<file path="src/verilog/pdc_pkg.sv">
package pdc_pkg;

  // ----------------------------------------------------------------
  // register map: printed offsets are word indices, byte address = 4x
  // ----------------------------------------------------------------
  localparam int unsigned ADDR_W = 12;
  localparam int unsigned REG_W = 16;
  localparam int unsigned CTRL_IDX = 32'h48;
  localparam int unsigned STS_IDX = 32'h4a;
  localparam int unsigned DBG_IDX = 32'h50;
  localparam logic [ADDR_W-1:0] CTRL_ADDR = ADDR_W'(CTRL_IDX * 4);
  localparam logic [ADDR_W-1:0] STS_ADDR = ADDR_W'(STS_IDX * 4);
  localparam logic [ADDR_W-1:0] DBG_ADDR = ADDR_W'(DBG_IDX * 4);

  // ----------------------------------------------------------------
  // device_control fields
  // ----------------------------------------------------------------
  localparam int unsigned CTL_ENABLE_LSB = 0;
  localparam int unsigned CTL_RELAXED_BIT = 4;
  localparam int unsigned CTL_MPS_LSB = 5;
  localparam int unsigned MPS_W = 3;
  localparam int unsigned CTL_EXT_TAG_BIT = 8;
  localparam int unsigned CTL_PHANTOM_BIT = 9;
  localparam int unsigned CTL_AUX_PM_BIT = 10;
  localparam int unsigned CTL_NO_SNOOP_BIT = 11;
  localparam int unsigned CTL_MAX_READ_REQUEST_SIZE_LSB = 12;
  localparam logic [REG_W-1:0] CTRL_RW_MASK = 16'h01ef;
  localparam logic [REG_W-1:0] CTRL_RESET = 16'h0000;

  // ----------------------------------------------------------------
  // device_status fields
  // ----------------------------------------------------------------
  localparam int unsigned ERR_N = 4;
  localparam logic [REG_W-1:0] STS_W1C_MASK = 16'h000f;
  localparam logic [ERR_N-1:0] STS_RESET = 4'h0;

  // ----------------------------------------------------------------
  // debug_control fields (sequential tag mode, payload capability view)
  // ----------------------------------------------------------------
  localparam int unsigned DBG_SEQ_TAG_BIT = 0;
  localparam int unsigned DBG_CAP_LSB = 4;
  localparam logic [REG_W-1:0] DBG_RW_MASK = 16'h0001;
  localparam logic [REG_W-1:0] DBG_RESET = 16'h0000;

  // ----------------------------------------------------------------
  // payload and tag encodings
  // ----------------------------------------------------------------
  localparam logic [MPS_W-1:0] MPS_MAX_CODE = 3'h4;
  localparam logic [MPS_W-1:0] MPS_FALLBACK = 3'h0;
  localparam logic [MPS_W-1:0] MAX_PAYLOAD_SUPPORTED_RST = 3'h4;
  localparam int unsigned PAYLOAD_W = 12;
  localparam logic [PAYLOAD_W-1:0] PAYLOAD_BASE_BYTES = 12'h080;
  localparam int unsigned TAG_W = 8;
  localparam logic [TAG_W-1:0] TAG_MAX_SHORT = 8'h1f;
  localparam logic [TAG_W-1:0] TAG_MAX_EXT = 8'hff;

  // ----------------------------------------------------------------
  // carriers
  // ----------------------------------------------------------------
  typedef struct packed {
    logic unsupported;
    logic fatal;
    logic nonfatal;
    logic correctable;
  } pdc_err_s;

  typedef struct packed {
    logic psel;
    logic penable;
    logic pwrite;
    logic [ADDR_W-1:0] paddr;
    logic [31:0] pwdata;
  } pdc_apb_req_s;

endpackage

</file>
<file path="src/verilog/pdc_w1c_flags.sv">
`timescale 1ns/1ps
module pdc_w1c_flags #(
  parameter int unsigned N = 4
) (
  // clock and reset
  input wire logic clk_i,
  input wire logic arst_n_i,
  // events and clears
  input wire logic [N-1:0] set_i,
  input wire logic [N-1:0] clr_i,
  // flags
  output logic [N-1:0] flags_o
);

  // ----------------------------------------------------------------
  // one sticky cell per bit; set beats clear so no event is lost
  // ----------------------------------------------------------------
  for (genvar i = 0; i < N; i++) begin : g_flag
    logic flag_reg;
    always_ff @(posedge clk_i or negedge arst_n_i) begin
      if (!arst_n_i) begin
        flag_reg <= 1'b0;
      end else if (set_i[i]) begin
        flag_reg <= 1'b1;
      end else if (clr_i[i]) begin
        flag_reg <= 1'b0;
      end
    end
    assign flags_o[i] = flag_reg;
  end

endmodule

</file>
<file path="src/verilog/pdc_apb_slave.sv">
`timescale 1ns/1ps
module pdc_apb_slave (
  // clock and reset
  input wire logic clk_i,
  input wire logic arst_n_i,
  // bus request and answer
  input wire pdc_pkg::pdc_apb_req_s req_i,
  output logic [31:0] prdata_o,
  output logic pready_o,
  output logic pslverr_o,
  // register read values
  input wire logic [pdc_pkg::REG_W-1:0] ctrl_rd_i,
  input wire logic [pdc_pkg::REG_W-1:0] sts_rd_i,
  input wire logic [pdc_pkg::REG_W-1:0] dbg_rd_i,
  // write strobes and data
  output logic wr_ctrl_o,
  output logic wr_sts_o,
  output logic wr_dbg_o,
  output logic [pdc_pkg::REG_W-1:0] wdata_o
);

  logic hit_ctrl;
  logic hit_sts;
  logic hit_dbg;
  logic hit_any;
  logic commit;
  logic [31:0] rdata_reg;

  // ----------------------------------------------------------------
  // decode; no wait states, so every access phase completes
  // ----------------------------------------------------------------
  assign hit_ctrl = req_i.paddr == pdc_pkg::CTRL_ADDR;
  assign hit_sts = req_i.paddr == pdc_pkg::STS_ADDR;
  assign hit_dbg = req_i.paddr == pdc_pkg::DBG_ADDR;
  assign hit_any = hit_ctrl | hit_sts | hit_dbg;
  assign pready_o = 1'b1;
  assign pslverr_o = req_i.psel & req_i.penable & ~hit_any;
  assign commit = req_i.psel & req_i.penable & req_i.pwrite;
  assign wr_ctrl_o = commit & hit_ctrl;
  assign wr_sts_o = commit & hit_sts;
  assign wr_dbg_o = commit & hit_dbg;
  assign wdata_o = req_i.pwdata[pdc_pkg::REG_W-1:0];

  // read data captured at the end of setup so it comes from a flop
  always_ff @(posedge clk_i or negedge arst_n_i) begin
    if (!arst_n_i) begin
      rdata_reg <= 32'h0000_0000;
    end else if (req_i.psel && !req_i.penable) begin
      unique case (1'b1)
        hit_ctrl: rdata_reg <= {16'h0000, ctrl_rd_i};
        hit_sts: rdata_reg <= {16'h0000, sts_rd_i};
        hit_dbg: rdata_reg <= {16'h0000, dbg_rd_i};
        default: rdata_reg <= 32'h0000_0000;
      endcase
    end
  end
  assign prdata_o = rdata_reg;

endmodule

</file>
<file path="src/verilog/pdc_dev_ctrl_status.sv">
//
// Functional notes
// [RULE_01] four reporting enables gate their error class
// [RULE_02] relaxed ordering bit zero, never originated
// [RULE_03] payload field codes 0..4 select 128..2048
// [RULE_04] payload codes 5..7 act as 128 bytes
// [RULE_05] extended tag only widens debug sequential tags
// [RULE_06] phantom function bit reads zero
// [RULE_07] aux power management bit reads zero
// [RULE_08] no snoop never originated, forwarded unchanged
// [RULE_09] read request size zero, forwarded unchanged
// [RULE_10] error flags sticky, set always, write-one clears
// [RULE_11] unsupported request sets status bit three
// [RULE_12] aux power detected reads zero
// [RULE_13] transactions pending reads zero
// [RULE_14] supported payload capability defaults to 2048
// [RULE_15] reserved bits read zero, ignore writes
//
// Local design decision: the APB slave port.
`timescale 1ns/1ps
module pdc_dev_ctrl_status #(
  parameter logic [2:0] MAX_PAYLOAD_SUPPORTED = pdc_pkg::MAX_PAYLOAD_SUPPORTED_RST
) (
  // clock and reset
  input wire logic clk_i,
  input wire logic arst_n_i,
  // apb slave
  input wire logic psel_i,
  input wire logic penable_i,
  input wire logic pwrite_i,
  input wire logic [pdc_pkg::ADDR_W-1:0] paddr_i,
  input wire logic [31:0] pwdata_i,
  output logic [31:0] prdata_o,
  output logic pready_o,
  output logic pslverr_o,
  // error detection and reporting
  input wire pdc_pkg::pdc_err_s err_i,
  output pdc_pkg::pdc_err_s err_report_o,
  // payload limits
  output logic [pdc_pkg::MPS_W-1:0] max_payload_code_o,
  output logic [pdc_pkg::PAYLOAD_W-1:0] max_payload_bytes_o,
  output logic [pdc_pkg::MPS_W-1:0] max_payload_supported_o,
  // originated transaction attributes
  output logic relaxed_ordering_attr_o,
  output logic no_snoop_attr_o,
  // forwarded transaction attributes
  input wire logic fwd_no_snoop_i,
  input wire logic [2:0] fwd_read_size_i,
  output logic fwd_no_snoop_o,
  output logic [2:0] fwd_read_size_o,
  // debug tag generator
  input wire logic tag_req_i,
  output logic [pdc_pkg::TAG_W-1:0] tag_o
);

  // ----------------------------------------------------------------
  // parameter check
  // ----------------------------------------------------------------
  if (MAX_PAYLOAD_SUPPORTED > pdc_pkg::MPS_MAX_CODE) begin : g_bad_cap
    $error("max payload supported code above the largest legal code");
  end

  pdc_pkg::pdc_apb_req_s apb_req;
  logic wr_ctrl;
  logic wr_sts;
  logic wr_dbg;
  logic [pdc_pkg::REG_W-1:0] wdata;
  logic [pdc_pkg::REG_W-1:0] ctrl_reg;
  logic [pdc_pkg::REG_W-1:0] dbg_reg;
  logic [pdc_pkg::REG_W-1:0] ctrl_rd;
  logic [pdc_pkg::REG_W-1:0] sts_rd;
  logic [pdc_pkg::REG_W-1:0] dbg_rd;
  logic [pdc_pkg::ERR_N-1:0] enables;
  logic [pdc_pkg::ERR_N-1:0] err_vec;
  logic [pdc_pkg::ERR_N-1:0] sts_clr;
  logic [pdc_pkg::ERR_N-1:0] sts_flags;
  logic [pdc_pkg::MPS_W-1:0] mps_field;
  logic [pdc_pkg::MPS_W-1:0] mps_eff;
  logic ext_tag;
  logic seq_tag_debug;
  logic [pdc_pkg::TAG_W-1:0] tag_reg;
  logic [pdc_pkg::TAG_W-1:0] tag_next;
  logic [pdc_pkg::TAG_W-1:0] tag_limit;
  pdc_pkg::pdc_err_s report_reg;
  logic [pdc_pkg::MPS_W-1:0] mps_code_reg;
  logic [pdc_pkg::PAYLOAD_W-1:0] mps_bytes_reg;
  logic fwd_ns_reg;
  logic [2:0] fwd_size_reg;

  // ----------------------------------------------------------------
  // bus front end
  // ----------------------------------------------------------------
  assign apb_req = '{psel: psel_i, penable: penable_i, pwrite: pwrite_i,
                     paddr: paddr_i, pwdata: pwdata_i};

  pdc_apb_slave u_apb (
    .clk_i(clk_i),
    .arst_n_i(arst_n_i),
    .req_i(apb_req),
    .prdata_o(prdata_o),
    .pready_o(pready_o),
    .pslverr_o(pslverr_o),
    .ctrl_rd_i(ctrl_rd),
    .sts_rd_i(sts_rd),
    .dbg_rd_i(dbg_rd),
    .wr_ctrl_o(wr_ctrl),
    .wr_sts_o(wr_sts),
    .wr_dbg_o(wr_dbg),
    .wdata_o(wdata)
  );

  // ----------------------------------------------------------------
  // device_control: only writable bits are stored, hardwired ones
  // are masked so they can never drift from zero
  // ----------------------------------------------------------------
  always_ff @(posedge clk_i or negedge arst_n_i) begin
    if (!arst_n_i) begin
      ctrl_reg <= pdc_pkg::CTRL_RESET; // RULE_01
    end else if (wr_ctrl) begin
      ctrl_reg <= wdata & pdc_pkg::CTRL_RW_MASK; // RULE_06 RULE_07 RULE_15
    end
  end
  assign ctrl_rd = ctrl_reg & pdc_pkg::CTRL_RW_MASK; // RULE_02 RULE_08 RULE_09
  assign enables = ctrl_reg[pdc_pkg::CTL_ENABLE_LSB +: pdc_pkg::ERR_N];
  assign mps_field = ctrl_reg[pdc_pkg::CTL_MPS_LSB +: pdc_pkg::MPS_W];
  assign ext_tag = ctrl_reg[pdc_pkg::CTL_EXT_TAG_BIT];

  // debug_control: sequential tag switch plus a view of the capability
  always_ff @(posedge clk_i or negedge arst_n_i) begin
    if (!arst_n_i) begin
      dbg_reg <= pdc_pkg::DBG_RESET;
    end else if (wr_dbg) begin
      dbg_reg <= wdata & pdc_pkg::DBG_RW_MASK;
    end
  end
  assign seq_tag_debug = dbg_reg[pdc_pkg::DBG_SEQ_TAG_BIT];
  assign dbg_rd = (dbg_reg & pdc_pkg::DBG_RW_MASK)
                | (pdc_pkg::REG_W'(MAX_PAYLOAD_SUPPORTED) << pdc_pkg::DBG_CAP_LSB); // RULE_14

  // ----------------------------------------------------------------
  // device_status: flags log every error whatever the enables say
  // ----------------------------------------------------------------
  assign err_vec = err_i; // RULE_10 RULE_11
  assign sts_clr = wr_sts ? wdata[pdc_pkg::ERR_N-1:0] : pdc_pkg::STS_RESET;

  pdc_w1c_flags #(
    .N(pdc_pkg::ERR_N)
  ) u_flags (
    .clk_i(clk_i),
    .arst_n_i(arst_n_i),
    .set_i(err_vec),
    .clr_i(sts_clr),
    .flags_o(sts_flags)
  );

  // aux power detected, transactions pending and reserved bits stay zero
  assign sts_rd = pdc_pkg::REG_W'(sts_flags) & pdc_pkg::STS_W1C_MASK; // RULE_12 RULE_13 RULE_15

  // ----------------------------------------------------------------
  // error reporting: each enable gates its own class only
  // ----------------------------------------------------------------
  always_ff @(posedge clk_i or negedge arst_n_i) begin
    if (!arst_n_i) begin
      report_reg <= '0;
    end else begin
      report_reg <= err_i & enables; // RULE_01
    end
  end
  assign err_report_o = report_reg;

  // ----------------------------------------------------------------
  // payload size: reserved codes fall back to the smallest payload
  // ----------------------------------------------------------------
  always_comb begin
    if (mps_field > pdc_pkg::MPS_MAX_CODE) begin
      mps_eff = pdc_pkg::MPS_FALLBACK; // RULE_04
    end else begin
      mps_eff = mps_field; // RULE_03
    end
  end

  always_ff @(posedge clk_i or negedge arst_n_i) begin
    if (!arst_n_i) begin
      mps_code_reg <= pdc_pkg::MPS_FALLBACK;
      mps_bytes_reg <= pdc_pkg::PAYLOAD_BASE_BYTES;
    end else begin
      mps_code_reg <= mps_eff;
      mps_bytes_reg <= pdc_pkg::PAYLOAD_BASE_BYTES << mps_eff; // RULE_03
    end
  end
  assign max_payload_code_o = mps_code_reg;
  assign max_payload_bytes_o = mps_bytes_reg;
  assign max_payload_supported_o = MAX_PAYLOAD_SUPPORTED; // RULE_14

  // ----------------------------------------------------------------
  // attributes: nothing originated carries relaxed ordering or
  // no snoop; forwarded attributes pass untouched, one flop late
  // ----------------------------------------------------------------
  assign relaxed_ordering_attr_o = 1'b0; // RULE_02
  assign no_snoop_attr_o = 1'b0; // RULE_08

  always_ff @(posedge clk_i or negedge arst_n_i) begin
    if (!arst_n_i) begin
      fwd_ns_reg <= 1'b0;
      fwd_size_reg <= 3'h0;
    end else begin
      fwd_ns_reg <= fwd_no_snoop_i; // RULE_08
      fwd_size_reg <= fwd_read_size_i; // RULE_09
    end
  end
  assign fwd_no_snoop_o = fwd_ns_reg;
  assign fwd_read_size_o = fwd_size_reg;

  // ----------------------------------------------------------------
  // debug tag generator; idle at zero outside sequential tag mode,
  // since normal operation issues no tagged requests of its own
  // ----------------------------------------------------------------
  assign tag_limit = ext_tag ? pdc_pkg::TAG_MAX_EXT : pdc_pkg::TAG_MAX_SHORT; // RULE_05

  always_comb begin
    if (tag_reg >= tag_limit) begin
      tag_next = '0; // a narrowed range also wraps an out-of-range count
    end else begin
      tag_next = tag_reg + 8'h01;
    end
  end

  always_ff @(posedge clk_i or negedge arst_n_i) begin
    if (!arst_n_i) begin
      tag_reg <= '0;
    end else if (!seq_tag_debug) begin
      tag_reg <= '0; // RULE_05
    end else if (tag_req_i) begin
      tag_reg <= tag_next; // RULE_05
    end
  end
  assign tag_o = tag_reg;

  logic ctrl_wr_commit;
  assign ctrl_wr_commit = psel_i & penable_i & pwrite_i & (paddr_i == pdc_pkg::CTRL_ADDR);
endmodule

</file>
<file path="config.mk">
export PLATFORM = sky130hd
export DESIGN_NAME = pdc_dev_ctrl_status
export DESIGN_NICKNAME = d
export VERILOG_FILES = /design/src/verilog/pdc_pkg.sv /design/src/verilog/pdc_w1c_flags.sv /design/src/verilog/pdc_apb_slave.sv /design/src/verilog/pdc_dev_ctrl_status.sv
export SDC_FILE = /design/constraint.sdc
export NUM_CORES = 1
export LEC_CHECK = 0
export BUFFER_PORTS_ARGS = -buffer_cell sky130_fd_sc_hd__buf_2
export CAP_MARGIN = 40
export CORE_ASPECT_RATIO = 0.75
export CORE_UTILIZATION = 35
export DETAILED_ROUTE_END_ITERATION = 6
export GPL_ROUTABILITY_DRIVEN = 0
export GPL_TIMING_DRIVEN = 0
export PLACE_DENSITY_LB_ADDON = 0.1
export SYNTH_ARGS = -nofsm -noshare
export SYNTH_HDL_FRONTEND = slang
export SYNTH_SLANG_ARGS = --single-unit
</file>
<file path="constraint.sdc">
create_clock -name clk_i -period 2 [get_ports clk_i]
set_input_delay 0.1 -clock clk_i [delete_from_list [all_inputs] [get_ports clk_i]]
set_output_delay 0.1 -clock clk_i [all_outputs]
set_load 0.02 [all_outputs]
</file>
[Word level (Yosys, flattened, before mapping)]
Index checks and enable logic that the tools add are counted.
Operators by class
  add/subtract/negate cells: 1
  divide/modulo/power cells: 0
  $mul: 0
  magnitude comparators: 2
  multiplexer cells: 15
  bitwise gates (word level): 10
  shift-type cells: 1
  equal/unequal tests: 4
  reduce and logical (&&, ||, !) cells: 6
Operators by type and width (count)
  == test 12 x 9 -> 1 bit, second input constant: 3
  2-to-1 mux 8 bit: 4
  one-hot mux 9 bit (3 select lines): 1
  left shift 8 x 3 -> 12 bit, first input constant: 1
  adder 8 x 1 -> 8 bit, second input constant: 1
  >= comparator 8 bit: 1
  2-to-1 mux 1 bit: 8
  nonzero test 2 bit: 4
  AND 1 bit: 6
  AND 4 bit: 1
  2-to-1 mux 4 bit: 1
  > comparator 3 bit, second input constant: 1
  2-to-1 mux 3 bit: 1
  != test 2 bit, second input constant: 1
  OR 1 bit: 2
  logical AND 1 bit: 1
  zero test 1 bit: 1
  inverter 1 bit: 1
Storage, ports and cells
  memories kept: 0
  bits in latches: 0
  memory bits (read-only): 0
  register bits after elaboration: 76
  bits in writable memories: 0
  word-level logic and storage cells: 55

[Depth between registers and ports, before layout]
Gate-level depths: netlist of the first run.
  depth in word-level cells: 6
  mapped depth: 6

[By module]
From an unflattened synthesis of the first run, not the netlist that was laid out.
Second synthesis, totals
  cells, all modules: 292
  area, all modules: 3029.2 um2
By module, submodules not included
  pdc_dev_ctrl_status: area each 1506.4 um2, cells each 135, instances 1
  pdc_apb_slave: area each 1347.5 um2, cells each 141, instances 1
  pdc_w1c_flags: area each 175.2 um2, cells each 16, instances 1

[Worst setup path after synthesis of the first run]
OpenSTA, ideal clock, no wires.
  path kind: flip-flop to flip-flop
  start point: register tag_reg, in the netlist tag_o[6]
  end point: register tag_reg, in the netlist tag_o[1]
  arrival time: 1558 ps
  data required time: 1918 ps
  setup slack: 359 ps
  stages on the path, launching flop included: 6
  buffers on the path: 0
  setup time: 82 ps
  clock period less this slack: 1641 ps
  cells stage by stage: dfrtp_1 -> ha_1 -> a21o_1 -> a21oi_1 -> o21ai_1 -> o22ai_1
Between the ends
  word-level cells in the longest chain between the ends: 4
Ends and longest elaborated chain
  start: declaration: line pdc_dev_ctrl_status.sv:81  | logic [pdc_pkg::TAG_W-1:0] tag_reg;
  start signal: assignment: line pdc_dev_ctrl_status.sv:234  | tag_reg <= tag_next;
  >= comparator 8 bit: line pdc_dev_ctrl_status.sv:221  | if (tag_reg >= tag_limit) begin
  2-to-1 mux 8 bit: line pdc_dev_ctrl_status.sv:221
  2-to-1 mux 8 bit: line pdc_dev_ctrl_status.sv:233  | end else if (tag_req_i) begin
  2-to-1 mux 8 bit: line pdc_dev_ctrl_status.sv:231  | end else if (!seq_tag_debug) begin
No other way between the ends. The select of a mux whose other input is x is not followed.
A chain may end at the register's enable or synchronous reset.

[Worst setup path in the final report of the first run]
Same ends and word-level chain as after synthesis.

==> impl_metrics.py, run 1 <==
metrics = {
    "routing": {
        "top_layer_used": "met4",
        "wl_met3_um": 316,
        "routedWlPerCell_um": 11.4,
        "wl_met2_um": 2110,
        "num_vias": 1725,
        "ant_nets": 0,
        "vias_per_cell": 4.20,
        "drc": 0,
        "drt_iter0_markers": 67,
        "drt-met1-wl_um": 2230,
        "first_pass_iters": 4,
        "totalWireLength_um": 4690,
    },
    "clock_tree": {
        "clk_path_buf_depth": 2,
        "cts_setup_buffers": 0,
        "htreeDepth": 2,
        "insertion_delay_ns": 0.30,
        "clk_pin_slew_ns": 0.10,
        "numClockSinks": 45,
        "tritoncts": "done",
        "cts-root-buf": "clkbuf_8",
        "cts_made_buffers": 5,
    },
    "floorplanning": {
        "start_util_pct": 36.5,
        "die_w_um": 95.8,
        "num_rows": 25,
        "core_mm2": 0.00632,
        "dieArea_mm2": 0.00692,
        "num_io_pins": 128,
        "die_y_um": 72.3,
    },
    "worst_setup_path": {
        "reg2regPathDepth": 5,
        "cp_max_fo": 6,
        "crit_path_start_kind": "flip-flop",
        "critPathMaxStageDelay_ns": 0.45,
        "cp.required_ns": 2.21,
        "cp_slowest_cell": "dfrtp_1",
        "path_class": "reg2reg",
        "r2r_end": "tag_o[1]",
        "ff2ff_setup_slack_ns": 0.27,
        "arrival_ns": 1.94,
        "worstReg2RegStart": "tag_o[6]",
        "path_cells": "ha_1, a21o_1, a21oi_2, o21ai_1, o22ai_1",
        "cp-end-kind": "flip-flop",
    },
    "sta": {
        "setup_viol": 0,
        "worst_slack_ns": 0.273,
        "min_period_ns": 1.73,
        "timing.fmax_ghz": 0.579,
        "rsz0062_at_grt": "no",
        "fin_skew_ns": 0.0147,
        "setup_tns_ns": 0,
        "hold_viol": 0,
        "drv_slew": 0,
        "tightestPinTransition_ns": 0.530,
        "relSlewSlack_pct": 64.7,
        "min_period_over_period_pct": 86.4,
    },
    "placement": {
        "dp_worst_setup_slack_ns": 0.177,
        "numPortBuffers": 66,
        "placed_cells": 395,
        "dp_hpwl_um": 3580,
        "postPlaceCellArea_mm2": 0.00289,
    },
    "global_routing": {
        "overflow": 0,
        "grt_max_degree": 24,
        "antenna_found_initial": 0,
        "grtUsageTotal_pct": 14.1,
        "grt_pass1_wl_um": 7390,
        "grt_pass1_vias": 1517,
    },
    "layout": {
        "regArea_mm2": 0.00113,
        "layout-drive-gt1-share_pct": 39.1,
        "stdcell_area_mm2": 0.00306,
        "num-fill-cells": 623,
        "syn_to_final_growth_pct": 32.8,
        "diodes": 0,
        "multiInputGateArea_mm2": 0.00100,
        "fin_nets": 391,
        "fin_cells": 411,
    },
    "power": {
        "power_mw": 1.72,
        "leakage_nw": 1.66,
        "ir_worst_vdd_uv": 387,
        "powerDensity_mw_per_mm2": 563,
    },
    "worst_hold_path": {
        "hp-class": "in2reg",
        "hold_path_depth": 2,
        "hold_start": "err_i[0]",
        "hold_end": "u_flags.g_flag[0].flag_reg",
    },
    "flow_run": {
        "maxCapViolCount": 0,
    },
    "logic_synthesis": {
        "synthTopCellsByCount": "44 x dfrtp_1, 37 x buf_4, 19 x nand2_1",
        "yosys.area.top_type": "dfrtp_1",
        "synth_ff_type": "dfrtp_1",
        "ys_warn_count": 0,
        "avgSynthCellArea_um2": 10.9,
        "synth_cell_types": 41,
        "syn_inst": 212,
        "synth_top_area_share_pct": 47.7,
        "synth_area_leaders": "dfrtp_1 48%, buf_4 12%, mux2_4 5.2%, nand2_1 3.1%, o21ai_0 2.8%",
        "seq_area_frac_synth_pct": 48.9,
        "syn_area_mm2": 0.00231,
        "synth-async-reset-ratio_pct": 100,
        "synth_most_common_cell": "dfrtp_1",
        "ys_ff_latch": 45,
        "synth-edff-count": 0,
    },
    "status": {
        "status": "finished clean",
    },
}
[critical path, delay by kind of cell, from the launching register on]
family                     cells  cell delay, ns
DFF                            1            0.45
adders and majority gates      1            0.33
AOI/OAI and AO/OA              4            0.86
[cells by family (layout without fill, tap and decap cells)]
logic type	after synthesis	in the layout	share of synthesized area [%]
AND/OR/NAND/NOR	68	68	18.1
buffers and inverters	46	129	13.6
flip-flops	45	45	48.9
AO/OA/AOI/OAI	30	30	7.97
multiplexers	14	14	7.86
adder cells (fa/ha/maj)	4	4	2.17
XOR/XNOR	3	3	1.14
other	2	37	0.326
[cell type report]
class / instances / share of cell area [%]
Buffer: 41 / 9.60
Timing Repair Buffer: 75 / 14.0
Inverter: 5 / 0.612
Clock buffer: 5 / 2.25
Tap cell: 81 / 3.31
Sequential cell: 45 / 36.8
Multi-Input combinational cell: 156 / 32.7
Clock inverter: 3 / 0.694
[stage by stage]
step	utilization, %	hold WS [ns]
3_3_place_gp	45.4	0.208
6_report	48.5	0.0142
3_5_place_dp	45.7	0.107
5_1_grt	48.5	0.00541
4_1_cts	48.3	0.00191
2_1_floorplan	-	-0.196
[layout by cell type (no fill, tap or decap), drive strengths merged, types with 3 or more instances in the layout]
| cell | instances |
|---|---|
| inv | 6 |
| a22o | 3 |
| nor3 | 5 |
| mux2i | 5 |
| nand2b | 9 |
| nand3 | 8 |
| nor2 | 8 |
| conb | 37 |
| dlygate4sd3 | 8 |
| and2 | 9 |
| dfrtp | 44 |
| mux2 | 9 |
| o21ai | 14 |
| clkbuf | 8 |
| nand2 | 19 |
| a21oi | 5 |
| buf | 105 |
| ha | 4 |
[worst max-delay path by stage]
stage	slack (ns)	end	cells past startpoint	from
5_1_grt	0.10	tag_o[1]	5	tag_o[6]
6_report	0.27	tag_o[1]	5	tag_o[6]
2_1_floorplan	0.36	tag_o[1]	5	tag_o[6]
3_3_place_gp	0.21	tag_o[1]	5	tag_o[6]
3_5_place_dp	0.18	tag_o[1]	5	tag_o[6]
4_1_cts	0.12	tag_o[1]	5	tag_o[6]
[report_power, final]
part	internal, mW	switching, mW	leakage [nW]	total (mW)
combinational	0.104	0.136	1.02	0.240
sequential	0.914	0.00105	0.595	0.915
clock	0.248	0.320	0.0445	0.569
[per-layer routing]
| layer | track usage (%) | vias to the layer above |
|---|---|---|
| li1 | - | 883 |
| met1 | 19.8 | 783 |
| met2 | 21.1 | 57 |
| met3 | 5.03 | 2 |
| met4 | 2.99 | 0 |
| met5 | 0 | - |
[timing repair]
action | in CTS | in global routing
hold buffers | 7 | 1
setup endpoints to repair | 0 | 5
endpoints found under the hold margin | 27 | 1
resized for setup | 0 | 1
No activity file was read; power rests on OpenSTA's default activity.
==> inputs of run 2 (changes only) <==
RECOVER_POWER = 50   (was unset)
==> run 2 against run 1 <==
Clock power about the same. Clock skew about the same. First-iteration DRC count unchanged. Critical path type unchanged. Via count unchanged. Register-to-register slack about the same. Core utilization decreased by 0.079 points. Sequential cell count unchanged. Largest cell class unchanged. Design area decreased by 0.16%. Combinational power about the same.
==> impl_metrics.py, run 2 (synthesized netlist as in run 1, its figures left out) <==
metrics = {
    "routing": {
        "drt_iter0_markers": 67,
        "ant_nets": 0,
        "first_pass_iters": 4,
        "routedWlPerCell_um": 11.4,
        "num_vias": 1725,
        "totalWireLength_um": 4690,
        "drc": 0,
        "vias_per_cell": 4.20,
    },
    "clock_tree": {
        "cts-root-buf": "clkbuf_8",
        "cts_setup_buffers": 0,
        "htreeDepth": 2,
        "cts_made_buffers": 5,
        "numClockSinks": 45,
        "insertion_delay_ns": 0.30,
        "tritoncts": "done",
        "clk_path_buf_depth": 2,
        "clk_pin_slew_ns": 0.10,
    },
    "global_routing": {
        "overflow": 0,
        "grt_busiest_layer": "met2",
        "grt_pass1_wl_um": 7390,
        "grt_max_degree": 24,
        "grt_pass1_vias": 1517,
        "antenna_found_initial": 0,
        "grtUsageTotal_pct": 14.1,
        "grt_util_met1_pct": 19.8,
        "use_met2_pct": 21.1,
        "use_met3_pct": 5.03,
    },
    "sta": {
        "relSlewSlack_pct": 15.3,
        "setup_tns_ns": 0,
        "min_period_ns": 1.73,
        "fin_skew_ns": 0.0147,
        "drv_slew": 0,
        "min_period_over_period_pct": 86.4,
        "hold_viol": 0,
        "rsz0062_at_grt": "no",
        "setup_viol": 0,
        "timing.fmax_ghz": 0.579,
        "tightestPinTransition_ns": 1.27,
    },
    "layout": {
        "fin_cells": 411,
        "multiInputGateArea_mm2": 0.00100,
        "regArea_mm2": 0.00113,
        "diodes": 0,
        "stdcell_area_mm2": 0.00306,
        "layout_common_cells": "63 x buf_2, 44 x dfrtp_1, 37 x buf_4, 37 x conb_1, 19 x nand2_1",
        "syn_to_final_growth_pct": 32.6,
        "fin_nets": 391,
        "fin_util_pct": 48.4,
        "layout-drive-gt1-share_pct": 37.9,
        "num-fill-cells": 626,
        "final_common_cell": "buf_2",
    },
    "power": {
        "power_mw": 1.72,
        "powerDensity_mw_per_mm2": 563,
        "leakage_nw": 1.64,
        "ir_worst_vdd_uv": 387,
    },
    "worst_setup_path": {
        "arrival_ns": 1.94,
        "path_class": "reg2reg",
        "cp-end-kind": "flip-flop",
        "cp_max_fo": 6,
        "crit_path_start_kind": "flip-flop",
        "reg2regPathDepth": 5,
        "cp.required_ns": 2.21,
    },
    "placement": {
        "postPlaceCellArea_mm2": 0.00289,
        "dp_hpwl_um": 3580,
        "placed_cells": 395,
        "numPortBuffers": 66,
    },
    "floorplanning": {
        "die_w_um": 95.8,
        "start_util_pct": 36.5,
        "core_mm2": 0.00632,
        "num_rows": 25,
        "die_y_um": 72.3,
        "num_io_pins": 128,
        "dieArea_mm2": 0.00692,
    },
    "worst_hold_path": {
        "hp-class": "in2reg",
        "hold_path_depth": 2,
    },
    "flow_run": {
        "maxCapViolCount": 0,
    },
    "status": {
        "status": "finished clean",
    },
}
run 2: cell count changes in the layout (fill, tap and decap cells not counted), sizes merged:
cell,before,now
buf,105,101
clkbuf,8,12
run 2: through the flow:
stage / hold WS (ns) / setup WS (ns)
3_3_place_gp: 0.208 / 0.212
3_5_place_dp: 0.107 / 0.177
4_1_cts: 0.00191 / 0.122
5_1_grt: 0.00642 / 0.103
6_report: 0.0150 / 0.273
2_1_floorplan: -0.196 / 0.359
run 2: final cells by class:
| type | instances | share of cell area (%) |
|---|---|---|
| inverter | 5 | 0.613 |
| timing repair buffer | 75 | 13.9 |
| buffer | 41 | 9.61 |
| sequential | 45 | 36.9 |
| clock inverter | 3 | 0.695 |
| tap | 81 | 3.31 |
| clock buffer | 5 | 2.25 |
| multi-input combinational | 156 | 32.8 |
run 2: worst max-delay path, cell delays in order, from the launching register on:
cell and delay (ns):
dfrtp_1 0.45, ha_1 0.33, a21o_1 0.22, a21oi_2 0.22, o21ai_1 0.21, o22ai_1 0.21
run 2: repair_timing:
action	in CTS	in global routing
endpoints found under the hold margin	27	1
hold buffers	7	1
gates resized for setup	0	1
setup endpoints to repair	0	5
run 2: layer usage:
metal | wire length (um) | vias to the layer above
met5 | 0 | -
li1 | - | 883
met3 | 315 | 2
met1 | 2240 | 783
met2 | 2110 | 57
met4 | 24 | 0
run 2: report_power, final:
group	total, mW	leakage [nW]	internal (mW)	switching (mW)
Sequential	0.915	0.595	0.914	0.00105
Combinational	0.240	1.00	0.103	0.136
Clock	0.569	0.0445	0.248	0.320
run 2: worst paths after layout:
kind                                         endpoint              start  slack [ns]
max in group asynchronous                 ctrl_reg[7]           arst_n_i        0.66
min in group asynchronous                    tag_o[4]           arst_n_i        0.59
hold / removal             u_flags.g_flag[0].flag_reg           err_i[0]        0.02
setup / recovery                             tag_o[1]           tag_o[6]        0.27
hold reg to reg                     u_apb.prdata_o[6]  u_apb.prdata_o[6]        0.48
setup reg to reg                             tag_o[1]           tag_o[6]        0.27
